## config.mk

```make
export PLATFORM = sky130hd
export DESIGN_NAME = gdsc_top
export DESIGN_NICKNAME = d
export VERILOG_FILES = /design/src/design/gdsc_pkg.sv /design/src/design/gdsc_top.sv
export SDC_FILE = /design/constraint.sdc
export NUM_CORES = 1
export LEC_CHECK = 0
export ABC_CLOCK_PERIOD_IN_PS = 3900
export BUFFER_PORTS_ARGS = -buffer_cell sky130_fd_sc_hd__buf_2
export CORE_ASPECT_RATIO = 1.2
export CORE_MARGIN = 8
export CORE_UTILIZATION = 56
export CTS_BUF_LIST = sky130_fd_sc_hd__clkbuf_2 sky130_fd_sc_hd__clkbuf_4 sky130_fd_sc_hd__clkbuf_8
export CTS_CLUSTER_SIZE = 28
export DETAILED_ROUTE_END_ITERATION = 6
export GPL_ROUTABILITY_DRIVEN = 0
export GPL_TIMING_DRIVEN = 0
export PLACE_DENSITY = 0.83
export REMOVE_ABC_BUFFERS = 1
export SYNTH_ARGS = -nofsm -noshare
export SYNTH_HDL_FRONTEND = slang
export SYNTH_SLANG_ARGS = --single-unit
export TNS_END_PERCENT = 1
```

## constraint.sdc

```tcl
create_clock -name clk -period 3.9 [get_ports clk]
set_clock_uncertainty 0.15 [all_clocks]
set_input_delay 0.585 -clock clk [delete_from_list [all_inputs] [get_ports clk]]
set_output_delay 0.585 -clock clk [all_outputs]
set_load 0.005 [all_outputs]
```

## src/design/gdsc_pkg.sv

```systemverilog
// Purpose: Constants for the gate driver state control block
// Assumes: 125 MHz clock, 8 ns period
// Notes:   Operation
package gdsc_pkg;
    // ************************************************************
    // Register map
    // ************************************************************
    localparam logic [3:0] ADDR_CFG    = 4'h0;  // Control bits
    localparam logic [3:0] ADDR_STATUS = 4'h1;  // Latched fault flags
    localparam logic [3:0] ADDR_STATE  = 4'h2;  // Operating state
    localparam logic [3:0] ADDR_EVENT  = 4'h3;  // Filtered input levels
    // Control register field positions
    localparam int CFG_FILT_LO  = 0;   // Input filter select, 2 bits
    localparam int CFG_SOFTDIS  = 2;   // Cycle soft-off disable
    localparam logic [7:0] CFG_RESET = 8'h04;  // Soft-off disabled
    // Status register bit positions
    localparam int ST_HUV  = 0;
    localparam int ST_HOV  = 1;
    localparam int ST_DES  = 2;
    localparam int ST_TSD  = 3;
    localparam int ST_SNS  = 4;
    localparam int ST_IREG = 5;
    localparam int ST_NUV  = 6;
    localparam int ST_NOV  = 7;
    localparam int ST_LREG = 8;
    localparam int ST_PON  = 9;
    localparam int ST_ICOM = 10;
    localparam logic [10:0] GRP2_MASK = 11'h03f;
    localparam logic [10:0] GRP1_MASK = 11'h1ff;
    localparam logic [10:0] STATUS_RESET = 11'h000;
    // ************************************************************
    // Timing
    // ************************************************************
    localparam int CLK_PERIOD_PS = 8000;
    localparam int MIN_PULSE_NS  = 40;     // Minimum input pulse
    localparam int DEAD_NS       = 80;     // Push-pull deadtime
    localparam int SHORT_DEL_NS  = 2000;   // Phase short entry delay
    localparam int WDOG_US       = 100;    // Communication watchdog
    localparam int DEGL_A_NS     = 160;    // Filter select 01
    localparam int DEGL_B_NS     = 480;    // Filter select 10
    localparam int DEGL_C_NS     = 960;    // Filter select 11
    // Least times round up
    localparam int MIN_PULSE_CYC =
        (MIN_PULSE_NS * 1000 + CLK_PERIOD_PS - 1) / CLK_PERIOD_PS;
    localparam int DEAD_CYC =
        (DEAD_NS * 1000 + CLK_PERIOD_PS - 1) / CLK_PERIOD_PS;
    localparam int SHORT_DEL_CYC =
        (SHORT_DEL_NS * 1000 + CLK_PERIOD_PS - 1) / CLK_PERIOD_PS;
    localparam int DEGL_A_CYC =
        (DEGL_A_NS * 1000 + CLK_PERIOD_PS - 1) / CLK_PERIOD_PS;
    localparam int DEGL_B_CYC =
        (DEGL_B_NS * 1000 + CLK_PERIOD_PS - 1) / CLK_PERIOD_PS;
    localparam int DEGL_C_CYC =
        (DEGL_C_NS * 1000 + CLK_PERIOD_PS - 1) / CLK_PERIOD_PS;
    localparam int WDOG_CYC_DEF =
        (WDOG_US * 1000000 + CLK_PERIOD_PS - 1) / CLK_PERIOD_PS;
    // Operating states
    typedef enum logic [1:0] {
        GDSC_NORMAL,
        GDSC_SAFE,
        GDSC_SHORT
    } gdsc_state_t;
endpackage : gdsc_pkg

```

## src/design/gdsc_top.sv

```systemverilog
// Purpose: Operating state machine, truth table, filters, deadtime
// Assumes: All inputs synchronous to clk; faults are levels
// Notes:   Soft-off pin is a tristate pin as output and enable
//
// Our own choices: the register offsets and the address-and-strobe port.
`timescale 1ns/100ps
module gdsc_top #(
    parameter int WDOG_CYC = gdsc_pkg::WDOG_CYC_DEF
)(
    // Clock and reset
    input  wire logic        clk,
    input  wire logic        rstn,
    // Register port
    input  wire logic [3:0]  reg_addr,
    input  wire logic [15:0] reg_wdata,
    input  wire logic        reg_wr,
    input  wire logic        reg_rd,
    output logic      [15:0] reg_rdata,
    // Pwm channel inputs
    input  wire logic        shutdown_n,
    input  wire logic        in_pos,
    input  wire logic        in_neg,
    input  wire logic        short_override,
    input  wire logic        default_mode,
    // Data channel activity, a pulse per received frame
    input  wire logic        lv_frame_ok,
    // Fault levels
    input  wire logic        high_supply_undervolt,
    input  wire logic        high_supply_overvolt,
    input  wire logic        desaturation_fault,
    input  wire logic        thermal_shutdown,
    input  wire logic        sense_overcurrent,
    input  wire logic        iso_register_error,
    input  wire logic        neg_supply_undervolt,
    input  wire logic        neg_supply_overvolt,
    input  wire logic        lv_register_error,
    // Pre-driver and soft-off pins
    output logic             predrive_p,
    output logic             predrive_n,
    output logic             soft_off_pin_o,
    output logic             soft_off_pin_oe_n,
    // Event pulse to the data channel
    output logic             diag_event
);
    // ************************************************************
    // Declarations
    // ************************************************************
    logic [7:0]         cfg_ff;          // Control register
    logic [10:0]        status_ff;       // Latched flags
    logic [10:0]        fault_now;       // Live fault levels
    logic [10:0]        clr_mask;        // Write-one-to-clear mask
    logic [2:0]         in_ff;           // Filtered sd, pos, neg
    logic [2:0]         raw_ff;          // Last raw sample
    logic [7:0]         flt_cnt_ff;      // Filter stability count
    logic [7:0]         flt_len;         // Required stable cycles
    gdsc_pkg::gdsc_state_t state_ff;     // Operating state
    gdsc_pkg::gdsc_state_t nxt_state;
    logic [15:0]        del_cnt_ff;      // Short entry delay count
    logic               short_arm_ff;    // Entry delay done
    logic [31:0]        wdog_cnt_ff;     // Communication watchdog
    logic               wdog_exp;
    logic               grp1_any;        // Group one active
    logic               grp2_any;        // Group two active
    logic               want_on;         // Switch on demand
    logic               cmd_on_ff;       // Output stage on
    logic [7:0]         dt_cnt_ff;       // Deadtime counter
    logic               pwr_ff;          // First cycle after reset
    logic [15:0]        nxt_rdata;

    // Clear mask from register writes
    assign clr_mask = (reg_wr && reg_addr == gdsc_pkg::ADDR_STATUS)
                      ? reg_wdata[10:0] : 11'h000;

    // Live faults in status layout
    assign fault_now = {wdog_exp, 1'b0, lv_register_error,
                        neg_supply_overvolt, neg_supply_undervolt,
                        iso_register_error, sense_overcurrent,
                        thermal_shutdown, desaturation_fault,
                        high_supply_overvolt, high_supply_undervolt};

    // Group two live faults only; group one uses latched flags
    assign grp2_any = |(fault_now & gdsc_pkg::GRP2_MASK);
    assign grp1_any = |(status_ff & gdsc_pkg::GRP1_MASK)
                      || status_ff[gdsc_pkg::ST_PON];

    // ************************************************************
    // Watchdog
    // ************************************************************
    // Counts idle cycles of the data channel; no frame for WDOG_CYC
    // cycles means the low-voltage side is gone
    always_ff @(posedge clk)
    begin
        if (!rstn)
            wdog_cnt_ff <= 32'h0000_0000;
        else if (lv_frame_ok)
            wdog_cnt_ff <= 32'h0000_0000;
        else if (!wdog_exp)
            wdog_cnt_ff <= wdog_cnt_ff + 32'h0000_0001;
    end
    assign wdog_exp = (wdog_cnt_ff >= 32'(WDOG_CYC));

    // ************************************************************
    // Status flags
    // ************************************************************
    // Set wins over a clear in the same cycle; power-on flag is set
    // in the first cycle after reset release
    always_ff @(posedge clk)
    begin
        if (!rstn)
            pwr_ff <= 1'b1;
        else
            pwr_ff <= 1'b0;
    end

    always_ff @(posedge clk)
    begin
        if (!rstn)
            status_ff <= gdsc_pkg::STATUS_RESET;
        else
        begin
            status_ff <= (status_ff & ~clr_mask) | fault_now;
            if (pwr_ff)
                status_ff[gdsc_pkg::ST_PON] <= 1'b1;
        end
    end

    // ************************************************************
    // Control register
    // ************************************************************
    // Soft-off each cycle starts disabled
    always_ff @(posedge clk)
    begin
        if (!rstn)
            cfg_ff <= gdsc_pkg::CFG_RESET;
        else if (reg_wr && reg_addr == gdsc_pkg::ADDR_CFG)
            // Only the defined fields are kept; spare bits read zero
            cfg_ff <= {5'h00, reg_wdata[2:0]};
    end

    // ************************************************************
    // Input filter
    // ************************************************************
    // One shared counter for all three inputs: any raw change
    // restarts it, trading per-pin independence for area
    always_comb
    begin
        case (cfg_ff[gdsc_pkg::CFG_FILT_LO +: 2])
            2'h1:    flt_len = 8'(gdsc_pkg::DEGL_A_CYC);
            2'h2:    flt_len = 8'(gdsc_pkg::DEGL_B_CYC);
            2'h3:    flt_len = 8'(gdsc_pkg::DEGL_C_CYC);
            default: flt_len = 8'(gdsc_pkg::MIN_PULSE_CYC);
        endcase
    end

    always_ff @(posedge clk)
    begin
        if (!rstn)
        begin
            raw_ff     <= 3'h3;
            in_ff      <= 3'h3;
            flt_cnt_ff <= 8'h00;
        end
        else
        begin
            raw_ff <= {shutdown_n, in_pos, in_neg};
            if ({shutdown_n, in_pos, in_neg} != raw_ff)
                flt_cnt_ff <= 8'h00;
            else if (flt_cnt_ff < flt_len)
                flt_cnt_ff <= flt_cnt_ff + 8'h01;
            else
                in_ff <= raw_ff;
        end
    end

    // ************************************************************
    // Operating state machine
    // ************************************************************
    always_comb
    begin
        nxt_state = state_ff;
        case (state_ff)
            gdsc_pkg::GDSC_NORMAL:
            begin
                if (wdog_exp && default_mode)
                    nxt_state = gdsc_pkg::GDSC_SHORT;
                else if (wdog_exp || grp1_any)
                    nxt_state = gdsc_pkg::GDSC_SAFE;
            end
            gdsc_pkg::GDSC_SAFE:
            begin
                // Forcing flags include power-on and comm loss
                if (!grp1_any && !status_ff[gdsc_pkg::ST_ICOM])
                    nxt_state = gdsc_pkg::GDSC_NORMAL;
            end
            gdsc_pkg::GDSC_SHORT:
            begin
                if (grp2_any)
                    nxt_state = gdsc_pkg::GDSC_SAFE;
            end
            default:
                nxt_state = gdsc_pkg::GDSC_SAFE;
        endcase
    end

    // Reset always lands in safe, default pin ignored
    always_ff @(posedge clk)
    begin
        if (!rstn)
            state_ff <= gdsc_pkg::GDSC_SAFE;
        else
            state_ff <= nxt_state;
    end

    // Entry delay; restarts on each entry, aborted by leaving
    always_ff @(posedge clk)
    begin
        if (!rstn || state_ff != gdsc_pkg::GDSC_SHORT
            || nxt_state != gdsc_pkg::GDSC_SHORT)
        begin
            del_cnt_ff   <= 16'h0000;
            short_arm_ff <= 1'b0;
        end
        else if (del_cnt_ff < 16'(gdsc_pkg::SHORT_DEL_CYC - 1))
            del_cnt_ff <= del_cnt_ff + 16'h0001;
        else
            short_arm_ff <= 1'b1;
    end

    // ************************************************************
    // Output demand and deadtime
    // ************************************************************
    // Priority: short, then override, then safe, then table
    always_comb
    begin
        if (state_ff == gdsc_pkg::GDSC_SHORT)
            want_on = short_arm_ff;
        else if (short_override)
            want_on = 1'b1;
        else if (state_ff == gdsc_pkg::GDSC_SAFE)
            want_on = 1'b0;
        else
            // Pwm channel command: sd high, pos high, neg low
            want_on = in_ff[2] && in_ff[1] && !in_ff[0];
    end

    // Any change of demand waits out the deadtime so the push-pull
    // halves never overlap
    always_ff @(posedge clk)
    begin
        if (!rstn)
        begin
            cmd_on_ff <= 1'b0;
            dt_cnt_ff <= 8'h00;
        end
        else if (want_on != cmd_on_ff)
        begin
            if (dt_cnt_ff < 8'(gdsc_pkg::DEAD_CYC - 1))
                dt_cnt_ff <= dt_cnt_ff + 8'h01;
            else
            begin
                cmd_on_ff <= want_on;
                dt_cnt_ff <= 8'h00;
            end
        end
        else
            dt_cnt_ff <= 8'h00;
    end

    // Pins: p goes low a cycle after n and returns high together with n
    always_ff @(posedge clk)
    begin
        if (!rstn)
        begin
            predrive_p        <= 1'b1;
            predrive_n        <= 1'b1;
            soft_off_pin_o    <= 1'b0;
            soft_off_pin_oe_n <= 1'b1;
        end
        else
        begin
            predrive_n <= !cmd_on_ff;
            predrive_p <= !(cmd_on_ff && !predrive_n);
            soft_off_pin_o <= 1'b0;
            // Pin driven low only when enabled and switch off
            soft_off_pin_oe_n <= cfg_ff[gdsc_pkg::CFG_SOFTDIS]
                                 || cmd_on_ff;
        end
    end

    // ************************************************************
    // Diagnostic events and read port
    // ************************************************************
    // Pulse on demand change or state change for the data channel
    always_ff @(posedge clk)
    begin
        if (!rstn)
            diag_event <= 1'b0;
        else
            diag_event <= (want_on != cmd_on_ff && dt_cnt_ff == 8'h00)
                          || (state_ff != nxt_state);
    end

    always_comb
    begin
        case (reg_addr)
            gdsc_pkg::ADDR_CFG:    nxt_rdata = {8'h00, cfg_ff};
            gdsc_pkg::ADDR_STATUS: nxt_rdata = {5'h00, status_ff};
            gdsc_pkg::ADDR_STATE:  nxt_rdata = {13'h0000, cmd_on_ff,
                                                2'(state_ff)};
            gdsc_pkg::ADDR_EVENT:  nxt_rdata = {13'h0000, in_ff};
            default:               nxt_rdata = 16'h0000;
        endcase
    end

    always_ff @(posedge clk)
    begin
        if (!rstn)
            reg_rdata <= 16'h0000;
        else if (reg_rd)
            reg_rdata <= nxt_rdata;
        else
            reg_rdata <= 16'h0000;
    end
endmodule : gdsc_top

```

==> impl_metrics.ini <==
[detailed_routing]
wl_per_cell_microns = 14.1
drt_wl_total_microns = 8300
detail-route-antenna-nets = 0
route.detailed.drc = 0
num_vias = 3137
drt-initial-drc-count = 151
vias_per_cell = 5.32
first_pass_iters = 4

[timing]
rsz0062_at_grt = false
relSlewSlack_pct = 16.4
fmax_mhz = 399
tightest_slew_ns = 1.25
fin_crit_sh_pct = 64.2
drv_slew = 0
fin_crit_ns = 2.50
finalWorstSetupSlack_ns = 1.40
setup_viol = 0
final_hold_viol_count = 0
setup_tns_ns = 0

[yosys]
synth_cell_types = 52
synth.avg_cell_area_sq_um = 9.38
yosysTopAreaCellShare_pct = 49.9
yosys_warnings = 0
ys_seq_area_share_pct = 49.9
syn_area_sq_um = 4170
yosys.area.top_type = dfxtp_1
syn_inst = 445
synth_seq_cells = 104
async_flop_share_pct = 0
synth_edf_count = 0
synthFlopType = dfxtp_1
synth_area_leaders = dfxtp_1, and2_1, nor2_1, ha_1, nand2_1

[layout]
final_nets = 547
final_cell_area_sq_um = 4650
regArea_sq_um = 2080
drive_gt1_share_pct = 15.0
fillCellCount = 618
final_util_pct = 64.3
multi_input_area_sq_um = 1970
area_delta_synth_final_pct = 11.4
n_antenna_cell = 0

[worst_hold_path]
hold_path_class = primary input to register
hold_start = neg_supply_undervolt
min_to = status_ff[6]$_SDFF_PN0_
whs_path_depth = 3

[floorplanning]
pin_count = 60
die_w_microns = 94.8
coreArea_sq_um = 7230
rows = 34
die_y_microns = 111
start_util_pct = 57.7
die-area_sq_um = 10500

[critical_path]
cp.required_ns = 4.00
reg2reg_slack_ns = 1.40
reg2reg_from = cfg_ff[1]$_SDFFE_PN0P_
r2r-end = in_ff[0]$_SDFFE_PN1P_
path_class = register to register
endpoint_kind = register
crit_fanout = 7
arrival_ns = 2.60
reg2regPathDepth = 7
critPathLaunchType = register

[cts]
post_cts_buffers = 0
post_cts_resized = 0
cts_tree = built
cts_buffers = 9
cts.path.max_buffers = 2
h-tree-depth = 3
cts_root_buf = clkbuf_8
clk_latency_ns = 0.37
holdBufCountCts = 0
clk_pin_slew_ns = 0.11
cts_num_sinks = 104

[power]
fin_total_pwr_w = 0.00179
irDropWorstVdd_mv = 0.251
p_leak_nw = 1.92
powerDensity_nw_per_um2 = 386

[placement]
hpwl_microns = 6210
placed_cell_area_sq_um = 4460
io_buffers = 48
place_ws_ns = 1.21

[grt]
grt_busiest_layer = met2
gr-usage-met2_pct = 28.5
grt_pass1_vias = 3251
grt.met1_usage_pct = 18.9
gr-total-overflow = 0
grt_pass1_wl_microns = 14400
grt_util_all_layers_pct = 16.8
antenna_found_initial = 0
grt_max_degree = 21
grt_use_met3_pct = 4.88

[status]
status = finished, final reports clean

[flow_run]
maxCapViolations = 0
worst max-delay path, stage by stage (launching register included):
cell     delay (ns)
dfxtp_1        0.43
inv_1          0.09
ha_1           0.32
a21o_1         0.18
a211o_1        0.36
o21ai_0        0.51
mux2i_1        0.27
nand2_1        0.07
logic make-up (layout without fill, tap and decap cells):
logic type,Yosys count,count (layout),share of synthesized area (%)
adders and majority gates,13,13,3.90
other,1,10,0.0898
and+or+nand+nor,206,206,25.4
DFF,104,104,49.9
AOI/OAI and AO/OA,49,49,8.09
xor gates and xnor gates,26,26,5.46
muxes,13,13,3.45
buffers and inverters,33,79,3.69
sequential cells by signal, summed over array words and instances, names as in the netlist:
signal	flops
wdog_cnt_ff	32
del_cnt_ff	16
reg_rdata	11
status_ff	11
dt_cnt_ff	8
flt_cnt_ff	8
cfg_ff	3
in_ff	3
raw_ff	3
state_ff	2
cmd_on_ff	1
diag_event	1
predrive_n	1
predrive_p	1
pwr_ff	1
short_arm_ff	1
soft_off_pin_oe_n	1
routing by layer:
metal	vias up	wire (microns)	share of wire, %
met5	-	0	0
met4	0	176	2.1
met3	15	313	3.8
met2	49	4360	53
met1	1484	3450	42
li1	1589	-	-
layout make-up:
cell class / instances / share of cell area [%]
sequential: 104 / 44.8
multi-input combinational: 317 / 42.4
timing repair buffer: 48 / 5.17
clock buffer: 10 / 2.96
tap: 90 / 2.42
inverter: 15 / 1.21
clock inverter: 6 / 1.08
how the worst max path moves through the flow:
stage          depth (start not counted)                            to                    startpoint  slack [ns]
2_1_floorplan                          5   wdog_cnt_ff[8]$_SDFFE_PP0N_  wdog_cnt_ff[15]$_SDFFE_PP0N_        1.66
3_3_place_gp                           4  wdog_cnt_ff[15]$_SDFFE_PP0N_                          rstn        1.22
3_5_place_dp                           4  wdog_cnt_ff[15]$_SDFFE_PP0N_                          rstn        1.21
4_1_cts                                7         in_ff[0]$_SDFFE_PN1P_        cfg_ff[1]$_SDFFE_PN0P_        1.37
5_1_grt                                7         in_ff[1]$_SDFFE_PN1P_        cfg_ff[1]$_SDFFE_PN0P_        1.22
6_report                               7         in_ff[0]$_SDFFE_PN1P_        cfg_ff[1]$_SDFFE_PN0P_        1.40
through the flow:
stage / std cells / hold slack, ns
floorplan: 436 / 0.263
global placement: 574 / 0.267
detailed placement: 574 / 0.276
CTS: 590 / 0.255
global route: 590 / 0.274
finish: 590 / 0.262
cells in the mapped netlist (3+ instances only):
| library cell | count |
|---|---|
| dfxtp_1 | 104 |
| nor2_1 | 59 |
| and2_1 | 39 |
| nand2_1 | 37 |
| a21oi_1 | 22 |
| xnor2_1 | 15 |
| inv_1 | 14 |
| ha_1 | 13 |
| nor3_1 | 13 |
| nand3_1 | 12 |
| clkbuf_1 | 11 |
| mux2i_1 | 11 |
| xor2_1 | 11 |
| o21ai_0 | 7 |
| and4_1 | 6 |
| buf_4 | 6 |
| nor4_1 | 6 |
| nand2b_1 | 5 |
| nand4_1 | 5 |
| and3_1 | 4 |
| nor3b_1 | 4 |
| or3_1 | 4 |
| a31oi_1 | 3 |
cell usage in the layout, fill, tap and decap left out, types with 2 or more instances in the layout:
master | Yosys | routed
nand2_1 | 37 | 37
or4_1 | 2 | 2
o211ai_1 | 2 | 2
a21oi_1 | 22 | 22
nor4_1 | 6 | 6
nand3_1 | 12 | 12
o31ai_1 | 2 | 2
nor2_1 | 59 | 59
nor3_1 | 13 | 13
and4_1 | 6 | 6
nand2b_1 | 5 | 5
xor2_1 | 11 | 11
clkinvlp_4 | 0 | 2
dfxtp_1 | 104 | 104
inv_1 | 14 | 14
mux2i_1 | 11 | 11
or4_4 | 2 | 2
ha_1 | 13 | 13
nor3b_1 | 4 | 4
o21ai_0 | 7 | 7
inv_6 | 0 | 3
and3_1 | 4 | 4
xnor2_1 | 15 | 15
nand4_1 | 5 | 5
and2_1 | 39 | 39
buf_2 | 0 | 48
conb_1 | 1 | 10
a31oi_1 | 3 | 3
or3_1 | 4 | 4
clkbuf_8 | 0 | 10
o22ai_1 | 2 | 2
power by group:
part	internal, W	leakage [nW]	switching (W)
Combinational	0.0000319	0.985	0.0000421
Clock	0.000257	0.0899	0.000375
Sequential	0.00108	0.845	0.0000117
Note: power is estimated with default switching activity, not from simulation.
